==> src/logic/rtcas_cfg.svh <==
// Purpose: constants of the clock, alarm and stopwatch register block
// Assumes: 125 MHz core clock, 32-bit AXI4-Lite register bus
// Notes:   byte offsets, field positions, reset values, rates
`ifndef RTCAS_CFG_SVH
`define RTCAS_CFG_SVH

`define RTCAS_CLK_HZ        125000000
`define RTCAS_DIV_HZ        256
`define RTCAS_SW_HZ         100

`define RTCAS_OFF_CTL       8'h00
`define RTCAS_OFF_ALM_SEC   8'h04
`define RTCAS_OFF_ALM_HM    8'h08
`define RTCAS_OFF_SW        8'h0C
`define RTCAS_OFF_SEC       8'h10
`define RTCAS_OFF_HM        8'h14

`define RTCAS_CTL_RUN       0
`define RTCAS_CTL_RST       1
`define RTCAS_CTL_ADJ       2
`define RTCAS_CTL_24H       4
`define RTCAS_CTL_HOLD      5
`define RTCAS_CTL_BUSY      6
`define RTCAS_SW_RUN        0
`define RTCAS_SW_CLR        4
`define RTCAS_PM_BIT        14

`define RTCAS_HOUR_RST      6'h12
`define RTCAS_SEC_MAX       7'h59
`define RTCAS_SEC_HALF      7'h30
`define RTCAS_HOUR_11       6'h11
`define RTCAS_HOUR_12       6'h12
`define RTCAS_HOUR_23       6'h23
`define RTCAS_HOUR_01       6'h01
`define RTCAS_DIV_LAST      8'hFF
`define RTCAS_SW_LAST       8'h99

`define RTCAS_RESP_OKAY     2'h0
`define RTCAS_RESP_SLVERR   2'h2

`endif

==> src/logic/rtcas_pkg.sv <==
// Purpose: types of the clock, alarm and stopwatch register block
// Assumes: constants come from rtcas_cfg.svh
// Notes:   all state of each module is one packed struct
package rtcas_pkg;

  typedef enum logic [1:0]
  {
    WR_IDLE = 2'b01,
    WR_RESP = 2'b10
  } rtcas_wr_t;

  typedef struct packed {
    logic        t256;
    logic        t100;
    logic [31:0] cnt256;
    logic [31:0] cnt100;
  } rtcas_tick_t;

  typedef struct packed {
    logic        run;
    logic        rstCmd;
    logic        adj;
    logic        hold;
    logic        mode24;
    logic        busy;
    logic        secPend;
    logic [7:0]  div;
    logic [6:0]  sec;
    logic        pm;
    logic [5:0]  hour;
    logic [6:0]  min;
    logic [6:0]  almSec;
    logic        almPm;
    logic [5:0]  almHour;
    logic [6:0]  almMin;
    logic        almMatch;
    logic        alarm;
    logic        swRunReq;
    logic        sw_run_a;
    logic [7:0]  sw;
    rtcas_wr_t   wph;
    logic        awHeld;
    logic        wHeld;
    logic        awReady;
    logic        wReady;
    logic [7:0]  awAddr;
    logic [31:0] wData;
    logic [3:0]  wStrb;
    logic        bValid;
    logic [1:0]  bResp;
    logic        arReady;
    logic        rValid;
    logic [1:0]  rResp;
    logic [31:0] rData;
  } rtcas_state_t;

endpackage : rtcas_pkg

==> src/logic/rtcas_tick.sv <==
// Purpose: one-cycle enables at the divider and stopwatch rates
// Assumes: DIV_CYC and SW_CYC are core clock cycles per period
// Notes:   both pulses come straight from flip-flops
`timescale 1ns/100ps
`include "rtcas_cfg.svh"
module rtcas_tick #(
  parameter int unsigned DIV_CYC = `RTCAS_CLK_HZ / `RTCAS_DIV_HZ,
  parameter int unsigned SW_CYC  = `RTCAS_CLK_HZ / `RTCAS_SW_HZ
) (
  input  wire logic core_clk,
  input  wire logic nrst,
  output logic      tick256,
  output logic      tick100
);
  import rtcas_pkg::*;

  rtcas_tick_t s_q;
  rtcas_tick_t s_d;

  always_comb
  begin
    s_d      = s_q;
    s_d.t256 = 1'b0;
    s_d.t100 = 1'b0;
    if (s_q.cnt256 >= DIV_CYC - 1)
    begin
      s_d.cnt256 = 32'h0000_0000;
      s_d.t256   = 1'b1;
    end
    else
    begin
      s_d.cnt256 = s_q.cnt256 + 32'h0000_0001;
    end
    if (s_q.cnt100 >= SW_CYC - 1)
    begin
      s_d.cnt100 = 32'h0000_0000;
      s_d.t100   = 1'b1;
    end
    else
    begin
      s_d.cnt100 = s_q.cnt100 + 32'h0000_0001;
    end
  end

  always_ff @(posedge core_clk or negedge nrst)
  begin
    if (!nrst)
    begin
      s_q <= '0;
    end
    else
    begin
      s_q <= s_d;
    end
  end

  assign tick256 = s_q.t256;
  assign tick100 = s_q.t100;

endmodule : rtcas_tick

==> src/logic/rtcas_top.sv <==
// Purpose: time counter, alarm and stopwatch registers on AXI4-Lite
// Assumes: single 125 MHz clock, inputs synchronous to it
// Notes:   alarmEvent is a one-cycle pulse
//
// How it works
// - counter reset command bit clears itself once the reset is done
// - run bit zero freezes time counter, one resumes from held value
// - second alarm: tens in 14:12, units in 11:8, BCD 00-59
// - alarm PM bit 14 counts in 12-hour mode only
// - alarm hour: 2-bit tens, 4-bit units, 1-12 or 0-23
// - alarm minute: tens in 6:4, units in 3:0, BCD 0-59
// - stopwatch tenths in 15:12, hundredths in 11:8, read-only
// - stopwatch clear sets count to 00, run state taken from bit 0 of the same write, reads zero
// - stopwatch run zero holds count, one resumes from it
// - stopwatch stops on its own tick, may advance once more
// - seconds field read/write, 3-bit tens, 4-bit units, 0-59
// - low seconds byte shows divider stages, 128 Hz at bit 0
// - counter reset command clears all eight divider stages
// - hour PM bit 14 read/write in 12-hour mode
// - 24-hour mode: PM reads zero, ignores one, clears next hour
// - mode bit one selects 24-hour, change leaves hour untouched
// - busy rises on count-up or correction, lasts 1/256 second
// - counter reset command clears divider, adjust and hold bits
// - alarm fires 1/256 second after full time match
`timescale 1ns/100ps
`include "rtcas_cfg.svh"
module rtcas_top #(
  parameter int unsigned DIV_CYC = `RTCAS_CLK_HZ / `RTCAS_DIV_HZ,
  parameter int unsigned SW_CYC  = `RTCAS_CLK_HZ / `RTCAS_SW_HZ
) (
  input  wire logic        core_clk,
  input  wire logic        nrst,
  input  wire logic [7:0]  s_axi_awaddr,
  input  wire logic        s_axi_awvalid,
  output logic             s_axi_awready,
  input  wire logic [31:0] s_axi_wdata,
  input  wire logic [3:0]  s_axi_wstrb,
  input  wire logic        s_axi_wvalid,
  output logic             s_axi_wready,
  output logic [1:0]       s_axi_bresp,
  output logic             s_axi_bvalid,
  input  wire logic        s_axi_bready,
  input  wire logic [7:0]  s_axi_araddr,
  input  wire logic        s_axi_arvalid,
  output logic             s_axi_arready,
  output logic [31:0]      s_axi_rdata,
  output logic [1:0]       s_axi_rresp,
  output logic             s_axi_rvalid,
  input  wire logic        s_axi_rready,
  output logic             alarmEvent
);
  import rtcas_pkg::*;

  rtcas_state_t s_q;
  rtcas_state_t s_d;
  logic         tick256;
  logic         tick100;

  rtcas_tick #(
    .DIV_CYC (DIV_CYC),
    .SW_CYC  (SW_CYC)
  ) u_tick (
    .core_clk (core_clk),
    .nrst     (nrst),
    .tick256  (tick256),
    .tick100  (tick100)
  );

  // two-digit BCD step, low digit wraps at nine
  function automatic logic [7:0] bcdInc(input logic [7:0] v);
    if (v[3:0] == 4'h9)
    begin
      return {v[7:4] + 4'h1, 4'h0};
    end
    return {v[7:4], v[3:0] + 4'h1};
  endfunction : bcdInc

  // seconds or minutes step, carry in bit 7
  function automatic logic [7:0] inc60(input logic [6:0] v);
    logic [7:0] nx;
    nx = bcdInc({1'b0, v});
    if (v == `RTCAS_SEC_MAX)
    begin
      return 8'h80;
    end
    return {1'b0, nx[6:0]};
  endfunction : inc60

  // hour step, pm in bit 6
  function automatic logic [6:0] hourInc(input logic [5:0] h,
                                         input logic       pm,
                                         input logic       m24);
    logic [7:0] nx;
    nx = bcdInc({2'b00, h});
    if (m24)
    begin
      if (h == `RTCAS_HOUR_23)
      begin
        return 7'h00;
      end
      return {1'b0, nx[5:0]};
    end
    if (h == `RTCAS_HOUR_12)
    begin
      return {pm, `RTCAS_HOUR_01};
    end
    if (h == `RTCAS_HOUR_11)
    begin
      return {~pm, `RTCAS_HOUR_12};
    end
    return {pm, nx[5:0]};
  endfunction : hourInc

  // merge 16-bit register with byte enables
  function automatic logic [15:0] merge(input logic [15:0] cur,
                                        input logic [31:0] wd,
                                        input logic [3:0]  st);
    return {st[1] ? wd[15:8] : cur[15:8], st[0] ? wd[7:0] : cur[7:0]};
  endfunction : merge

  function automatic logic [15:0] readReg(input rtcas_state_t s,
                                          input logic [7:0]   a);
    unique case (a)
      `RTCAS_OFF_CTL:
        return {9'h000, s.busy, s.hold, s.mode24, 1'b0, s.adj,
                s.rstCmd, s.run};
      `RTCAS_OFF_ALM_SEC:
        return {1'b0, s.almSec, 8'h00};
      `RTCAS_OFF_ALM_HM:
        return {1'b0, s.almPm, s.almHour, 1'b0, s.almMin};
      `RTCAS_OFF_SW:
        return {s.sw, 7'h00, s.swRunReq};
      `RTCAS_OFF_SEC:
        return {1'b0, s.sec, s.div};
      `RTCAS_OFF_HM:
        return {1'b0, s.pm & ~s.mode24, s.hour, 1'b0, s.min};
      default:
        return 16'h0000;
    endcase
  endfunction : readReg

  function automatic logic mapped(input logic [7:0] a);
    return (a[1:0] == 2'b00) && (a <= `RTCAS_OFF_HM);
  endfunction : mapped

  always_comb
  begin
    logic [7:0]  sInc;
    logic [7:0]  mInc;
    logic [6:0]  hInc;
    logic        match;
    logic [15:0] wv;
    sInc       = 8'h00;
    mInc       = 8'h00;
    hInc       = 7'h00;
    wv         = 16'h0000;
    s_d        = s_q;
    s_d.alarm  = 1'b0;
    match      = (s_q.sec == s_q.almSec) && (s_q.min == s_q.almMin) &&
                 (s_q.hour == s_q.almHour) &&
                 (s_q.mode24 || (s_q.pm == s_q.almPm));

    if (tick256)
    begin
      s_d.busy = 1'b0;
      s_d.almMatch = match;
      s_d.alarm = match && !s_q.almMatch;
      if (s_q.run)
      begin
        s_d.div = s_q.div + 8'h01;
        if (s_q.div == `RTCAS_DIV_LAST)
        begin
          s_d.secPend = 1'b1;
        end
      end
    end

    if (s_q.secPend && !s_q.hold)
    begin
      s_d.secPend = 1'b0;
      s_d.busy    = 1'b1;
      sInc        = inc60(s_q.sec);
      s_d.sec     = sInc[6:0];
      if (sInc[7])
      begin
        mInc    = inc60(s_q.min);
        s_d.min = mInc[6:0];
        if (mInc[7])
        begin
          hInc     = hourInc(s_q.hour, s_q.pm, s_q.mode24);
          s_d.hour = hInc[5:0];
          s_d.pm   = hInc[6];
        end
      end
    end
    else if (s_q.adj && tick256)
    begin
      s_d.adj  = 1'b0;
      s_d.busy = 1'b1;
      s_d.sec  = 7'h00;
      if (s_q.sec >= `RTCAS_SEC_HALF)
      begin
        mInc    = inc60(s_q.min);
        s_d.min = mInc[6:0];
        if (mInc[7])
        begin
          hInc     = hourInc(s_q.hour, s_q.pm, s_q.mode24);
          s_d.hour = hInc[5:0];
          s_d.pm   = hInc[6];
        end
      end
    end

    if (s_q.rstCmd)
    begin
      s_d.div     = 8'h00;
      s_d.adj     = 1'b0;
      s_d.hold    = 1'b0;
      s_d.secPend = 1'b0;
      s_d.rstCmd  = 1'b0;
    end

    if (tick100)
    begin
      s_d.sw_run_a = s_q.swRunReq;
      if (s_q.sw_run_a)
      begin
        s_d.sw = (s_q.sw == `RTCAS_SW_LAST) ? 8'h00 : bcdInc(s_q.sw);
      end
    end

    if (s_axi_awvalid && s_q.awReady)
    begin
      s_d.awHeld = 1'b1;
      s_d.awAddr = s_axi_awaddr;
    end
    if (s_axi_wvalid && s_q.wReady)
    begin
      s_d.wHeld = 1'b1;
      s_d.wData = s_axi_wdata;
      s_d.wStrb = s_axi_wstrb;
    end

    unique case (s_q.wph)
      WR_IDLE:
      begin
        if (s_q.awHeld && s_q.wHeld)
        begin
          wv         = merge(readReg(s_q, s_q.awAddr), s_q.wData, s_q.wStrb);
          s_d.awHeld = 1'b0;
          s_d.wHeld  = 1'b0;
          s_d.bValid = 1'b1;
          s_d.bResp  = mapped(s_q.awAddr) ? `RTCAS_RESP_OKAY
                                          : `RTCAS_RESP_SLVERR;
          s_d.wph    = WR_RESP;
          unique case (s_q.awAddr)
            `RTCAS_OFF_CTL:
            begin
              s_d.run    = wv[`RTCAS_CTL_RUN];
              s_d.mode24 = wv[`RTCAS_CTL_24H];
              s_d.hold   = wv[`RTCAS_CTL_HOLD];
              if (s_q.wStrb[0] && wv[`RTCAS_CTL_RST])
              begin
                s_d.rstCmd = 1'b1;
              end
              if (s_q.wStrb[0] && wv[`RTCAS_CTL_ADJ])
              begin
                s_d.adj = 1'b1;
              end
            end
            `RTCAS_OFF_ALM_SEC:
            begin
              s_d.almSec = wv[14:8];
            end
            `RTCAS_OFF_ALM_HM:
            begin
              s_d.almPm   = wv[`RTCAS_PM_BIT];
              s_d.almHour = wv[13:8];
              s_d.almMin  = wv[6:0];
            end
            `RTCAS_OFF_SW:
            begin
              s_d.swRunReq = wv[`RTCAS_SW_RUN];
              if (s_q.wStrb[0] && wv[`RTCAS_SW_CLR])
              begin
                s_d.sw = 8'h00;
              end
            end
            `RTCAS_OFF_SEC:
            begin
              s_d.sec = wv[14:8];
            end
            `RTCAS_OFF_HM:
            begin
              s_d.pm   = wv[`RTCAS_PM_BIT] & ~s_q.mode24;
              s_d.hour = wv[13:8];
              s_d.min  = wv[6:0];
            end
            default:
            begin
              s_d.bResp = `RTCAS_RESP_SLVERR;
            end
          endcase
        end
      end
      WR_RESP:
      begin
        if (s_axi_bready)
        begin
          s_d.bValid = 1'b0;
          s_d.wph    = WR_IDLE;
        end
      end
    endcase
    s_d.awReady = !s_d.awHeld;
    s_d.wReady  = !s_d.wHeld;

    if (s_axi_arvalid && s_q.arReady)
    begin
      s_d.rData   = {16'h0000, readReg(s_q, s_axi_araddr)};
      s_d.rResp   = mapped(s_axi_araddr) ? `RTCAS_RESP_OKAY
                                         : `RTCAS_RESP_SLVERR;
      s_d.rValid  = 1'b1;
      s_d.arReady = 1'b0;
    end
    else if (s_q.rValid && s_axi_rready)
    begin
      s_d.rValid  = 1'b0;
      s_d.arReady = 1'b1;
    end
  end

  always_ff @(posedge core_clk or negedge nrst)
  begin
    if (!nrst)
    begin
      s_q         <= '0;
      s_q.hour    <= `RTCAS_HOUR_RST;
      s_q.wph     <= WR_IDLE;
      s_q.awReady <= 1'b1;
      s_q.wReady  <= 1'b1;
      s_q.arReady <= 1'b1;
    end
    else
    begin
      s_q <= s_d;
    end
  end

  assign s_axi_awready = s_q.awReady;
  assign s_axi_wready  = s_q.wReady;
  assign s_axi_bvalid  = s_q.bValid;
  assign s_axi_bresp   = s_q.bResp;
  assign s_axi_arready = s_q.arReady;
  assign s_axi_rvalid  = s_q.rValid;
  assign s_axi_rdata   = s_q.rData;
  assign s_axi_rresp   = s_q.rResp;
  assign alarmEvent    = s_q.alarm;

endmodule : rtcas_top

==> config.mk <==
export PLATFORM = sky130hd
export DESIGN_NAME = rtcas_top
export DESIGN_NICKNAME = d
export VERILOG_FILES = /design/src/logic/rtcas_pkg.sv /design/src/logic/rtcas_tick.sv /design/src/logic/rtcas_top.sv
export VERILOG_INCLUDE_DIRS = /design/src /design/src/logic
export SDC_FILE = /design/constraint.sdc
export NUM_CORES = 1
export LEC_CHECK = 0
export ABC_AREA = 1
export CORE_MARGIN = 4
export CORE_UTILIZATION = 35
export DETAILED_ROUTE_END_ITERATION = 6
export DONT_BUFFER_PORTS = 1
export PLACE_DENSITY_LB_ADDON = 0.3
export SLEW_MARGIN = 20
export SYNTH_ARGS = -nofsm -noshare
export SYNTH_HDL_FRONTEND = slang
export SYNTH_SLANG_ARGS = --single-unit
==> constraint.sdc <==
create_clock -name core_clk -period 3.77 [get_ports core_clk]
set_clock_uncertainty 0.1 [all_clocks]
set_input_delay 0.5655 -clock core_clk [delete_from_list [all_inputs] [get_ports core_clk]]
set_output_delay 0.5655 -clock core_clk [all_outputs]
set_load 0.005 [all_outputs]
======== Word level (Yosys, flattened, before mapping) ========
Cells that the tools add are included.
storage, ports and cells
  input port bits ......................... 59
  output and inout port bits .............. 42
  RAM bits ................................ 0
  memories ................................ 0
  bits in latches ......................... 0
  register bits ........................... 189
  memory bits (read-only) ................. 0
  word-level logic and storage cells ...... 296
operators by class
  mux-type cells .......................... 167
  reduce and logical (&&, ||, !) cells .... 41
  $lt $le $gt $ge ......................... 5
  shifts and indexed selects .............. 0
  divide/modulo/power cells ............... 0
  eq/ne operators ......................... 29
  bitwise gates (word level) .............. 4
  $mul .................................... 0
  add/subtract/negate cells ............... 11
operators by type and width
  cell                                                                  count
  2-to-1 mux 7 bit                                                      26
  2-to-1 mux 8 bit                                                      19
  one-hot mux 16 bit (6 select lines)                                   1
  one-hot mux 15 bit (6 select lines)                                   1
  2-to-1 mux 42 bit                                                     2
  2-to-1 mux 1 bit                                                      80
  adder 32 x 1 -> 32 bit (second input constant)                        2
  2-to-1 mux 32 bit                                                     2
  2-to-1 mux 6 bit                                                      10
  2-to-1 mux 14 bit                                                     4
  2-to-1 mux 21 bit                                                     2
  == test 8 x 4 -> 1 bit (second input constant)                        4
  == test 8 x 5 -> 1 bit (second input constant)                        4
  greater-or-equal comparator 32 x 19 -> 1 bit (second input constant)  1
  greater-or-equal comparator 32 x 21 -> 1 bit (second input constant)  1
  2-to-1 mux 15 bit                                                     2
  adder 4 x 1 -> 4 bit (second input constant)                          5
  2-to-1 mux 9 bit                                                      2
  == test 4 bit (second input constant)                                 4
  == test 8 x 3 -> 1 bit (second input constant)                        2
  == test 8 bit (second input constant)                                 2
  less-or-equal comparator 8 x 5 -> 1 bit (second input constant)       2
  logical AND 1 bit                                                     16
  logical NOT 8 bit                                                     2
  30 further kinds                                                      61

======== Longest topological paths before layout ========
  depth in word-level cells ............... 35
  gate-level depth with buffers ........... 13
  gate-level depth less buffers ........... 13

======== Modules after synthesis ========
From an unflattened synthesis, not the netlist that was laid out.
unflattened totals
  cells, all modules ...................... 1,349
  area total of the unflattened synthesis .. 10,512.6 sq um
by module, submodules not included
  module      area each (sq um)  cells each  instances  seq. area each (sq um)
  rtcas_top   7,443.4            1,016       1          2,985.4
  rtcas_tick  3,069.2            333         1          1,651.6

======== Worst setup path before layout ========
Ideal clock, no wire load.
  path type ............................... input to register
  start ................................... input s_axi_wvalid
  end ..................................... register s_q[52] (netlist name)
  arrival time ............................ 1,494 ps
  cell stages on the path ................. 3
  required time ........................... 3,545 ps
  buffers on the path ..................... 1
  library setup time ...................... 125 ps
  setup slack ............................. 2,051 ps
  cell sequence ........................... nand2_1 -> clkbuf_1 -> mux2_2
between the ends
  word-level cells in the longest chain between the ends .. 1
ends and longest elaborated chain
  what               RTL line          RTL
  from (decl)        rtcas_top.sv:38   input wire logic s_axi_wvalid,
  logical AND 1 bit  rtcas_top.sv:237  if (s_axi_wvalid && s_q.wReady)
  to (decl)          rtcas_top.sv:54   rtcas_state_t s_q;
No other way between the ends.
A chain may end at the register's enable or synchronous reset.

======== Worst setup path after layout ========
  start ................................... register s_q[87] (netlist name)
  end ..................................... register s_q[105] (netlist name)
between the ends
  word-level cells in the longest chain between the ends .. 2
ends and longest elaborated chain
  what                           RTL line          RTL
  == test 2 x 1 -> 1 bit         rtcas_top.sv:244  unique case (s_q.wph)
  AND reduction 3 bit (no line)  -
No other way between the ends.

==> summary.txt <==
Floorplanning
  • Die height: 179 um
  • Core ar.: 0.0288 mm2
  • I/O pin cnt: 101
  • Site row count: 62
  • DIE WIDTH: 179 um
  • Initial Util: 35.5%
  • Die Area: 0.0320 mm2

Clock tree
  • TritonCTS clock tree: built
  • Maximum root-to-sink buffer count: 2
  • CTS Buf Count: 17
  • H-tree Lvls: 4
  • Skew-Pair Late Insertion Delay: 430 ps
  • Clk pin slew, worst setup/hold paths: 70 ps
  • Root buffer cell: clkbuf_16
  • Sink Count: 185

Pwr
  • Overall Power: 4.83 mW
  • Peak supply drop: 0.284 mV
  • Pwr dens: 437 mW/mm2
  • Static Leakage: 5.25 nW

Cells and area
  • # fillers: 2971
  • Storage cell area: 0.00464 mm2
  • Final net count: 1393
  • Fraction of layout cells with a size suffix above 1: 7.52%
  • Layout overhead on the synthesized area: 8.14%
  • Multi-input combinational cell area: 0.00480 mm2
  • N_diodes: 0

Global route
  • GRT overflow: 0
  • Global-route wire length before repair: 42800 um
  • Largest net degree at the start of global routing: 186
  • Total GRT Usage: 16.9%
  • Initial antenna violation count: 0
  • Vias in the first global route: 8040

Detailed routing
  • Antenna-violating nets left: 0
  • Pre-antenna DRT Iters: 5
  • Vias post-DR: 8306
  • Wire length per cell: 15.3 um
  • Via/cell ratio: 4.85
  • Post-Route WL: 26200 um
  • Initial DRC Count: 629
  • Drt drc: 0

STA
  • Final worst path period share: 63.1%
  • FMAX: 420 MHz
  • RSZ-0062 raised after global routing: false
  • Total negative setup slack: 0 ps
  • Setup violators final: 0
  • Slew headroom: 42.4%
  • Setup WS post-layout: 1390 ps
  • Max Slew Vio Count: 0
  • Tmin final: 2380 ps
  • Worst hold slack: -262 ps
  • Final Hold Vio Count: 180
  • Worst-margin pin slew: 861 ps

Hold path
  • Min-Delay Path Class: in -> async

Logic synthesis
  • Post-synth top flop: dfrtp_1
  • Seq cells post-synth: 185
  • Yosys warning count: 0
  • Count of different cell masters after synthesis: 50
  • Async SR Flop Fraction: 100%
  • EDFF count, synth: 0
  • Synth Instances: 1317
  • Synthesized area per cell: 7.76 um2
  • Seq/Total Area, Yosys: 45.4%
  • Syn Std Cell Area: 0.0102 mm2

Place
  • Dpl hpwl: 19200 um
  • Worst Setup Slack post-DPL: 1350 ps
  • Gpl congestion: 0.953
  • PortBufs: 0

Critical path
  • Crit. End Element: flip-flop
  • Critical path launch point type: flip-flop
  • Critical path class: reg -> reg
  • CP Max Fanout: 18
  • Beginning of the critical path: s_q[87]$_DFFE_PN1P_
  • Required time worst endpoint: 4020 ps
  • Arr. time, crit path: 2630 ps
  • R2r startpoint: s_q[87]$_DFFE_PN1P_

Status
  • Status: finished, violations left
  • Violated checks: negative hold slack

Job
  • Total of max-cap violations: 0
sequential cells by signal, indices dropped and copies added, names as in the netlist:
signal	count
u_tick.tick100	1
s_axi_bresp	1
s_axi_arready	1
s_axi_bvalid	1
s_q	95
alarmEvent	1
s_axi_rvalid	1
u_tick.s_q	64
s_axi_awready	1
u_tick.tick256	1
s_axi_wready	1
s_axi_rresp	1
s_axi_rdata	16
cell usage after synthesis, types with 10 or more instances:
master	count	area [um2]
nand4_1	15	93.8
buf_4	43	323
buf_2	11	55.1
o211ai_1	10	75.1
inv_1	130	488
nand3_1	112	561
o22ai_1	17	106
xor2_1	24	210
a21oi_1	39	195
nand2_1	377	1420
xnor2_1	16	140
nor2_1	149	559
nor3_1	28	140
o21ai_0	48	240
dfrtp_1	179	4480
ha_1	17	213
mux2_2	15	169
worst max-delay path, stage by stage (launching register included):
cell	delay, ps
dfstp_2	540
nand2_1	60
nor2_2	460
nand2_1	450
inv_2	460
nor2_1	70
a31oi_1	150
metal layers:
metal	GRT usage [%]	part of all wire (%)	vias up
li1	-	-	4156
met1	23.0	46	3889
met3	3.06	5.2	35
met4	5.53	2.3	0
met2	27.3	46	226
met5	0	0	-
where the power goes:
part | total [mW] | internal (mW) | switching (mW)
Clock | 1.84 | 1.02 | 0.825
Sequential | 2.33 | 2.20 | 0.134
Combinational | 0.662 | 0.197 | 0.465
area by class of cell:
class / count / area share (%)
clock buffers: 19 / 4.01
multi-input cells: 972 / 43.4
flip-flops and latches: 185 / 42.0
well taps: 384 / 4.35
clock inverters: 13 / 1.40
inverters: 139 / 4.77
repair buffers: 2 / 0.136
placed cells by master (no fill, tap or decap), drive strengths merged:
cell type,synthesis,final
nor4,6,6
o21ai,54,54
or2,4,4
clkinv,1,4
dfstp,6,6
o221ai,1,1
o31ai,1,1
o32ai,1,1
nor3,30,30
dfrtp,179,179
nor3b,1,1
o2111ai,1,1
buf,56,2
xnor2,16,16
nand2,386,386
inv,138,145
o211a,1,1
a211oi,4,4
bufinv,0,2
nand3,116,116
clkbuf,6,19
conb,1,42
nand4,15,15
clkinvlp,0,1
mux2,15,15
o311ai,1,1
nand3b,1,1
ha,17,17
o22ai,17,17
a21oi,40,40
a31oi,4,4
xor2,24,24
nor2,164,164
o211ai,10,10
cells by family after synthesis:
kind of cell / count (synthesis) / share of synthesized area [%]
other cells: 1 / 0.0367
mux: 15 / 1.65
buf+inv: 201 / 9.22
simple gates: 723 / 30.7
flops: 185 / 45.4
compound gates: 135 / 7.54
xor+xnor: 40 / 3.43
fa+ha+maj: 17 / 2.08
metrics by stage:
step | cells | utilization (%) | instance area (um2)
6_report | 1714 | 38.4 | 11100
5_1_grt | 1714 | 38.4 | 11100
4_1_cts | 1714 | 38.4 | 11100
3_5_place_dp | 1682 | 36.3 | 10500
3_3_place_gp | 1682 | 36.3 | 10500
2_1_floorplan | 1358 | - | 10400
repair_timing:
action / in CTS / in global routing
endpoints found under the hold margin: 185 / 185
endpoints found under the setup margin: 0 / 0
buffers inserted: 0 / 0
gates resized for setup: 0 / 0
final timing paths:
check                      slack [ps]                        to  depth (start not counted)
min                              -260         s_q[93]$_DFF_PN0_                          0
min in group core_clk             110  s_axi_bvalid$_DFFE_PN0P_                          1
max                              1390      s_q[105]$_DFFE_PN0P_                          6
max in group asynchronous        3340        s_q[133]$_DFF_PN1_                          0
min reg2reg                       330      alarmEvent$_DFF_PN0_                          1
max reg2reg                      1390      s_q[105]$_DFFE_PN0P_                          6
(Power assumes the default switching activity.)
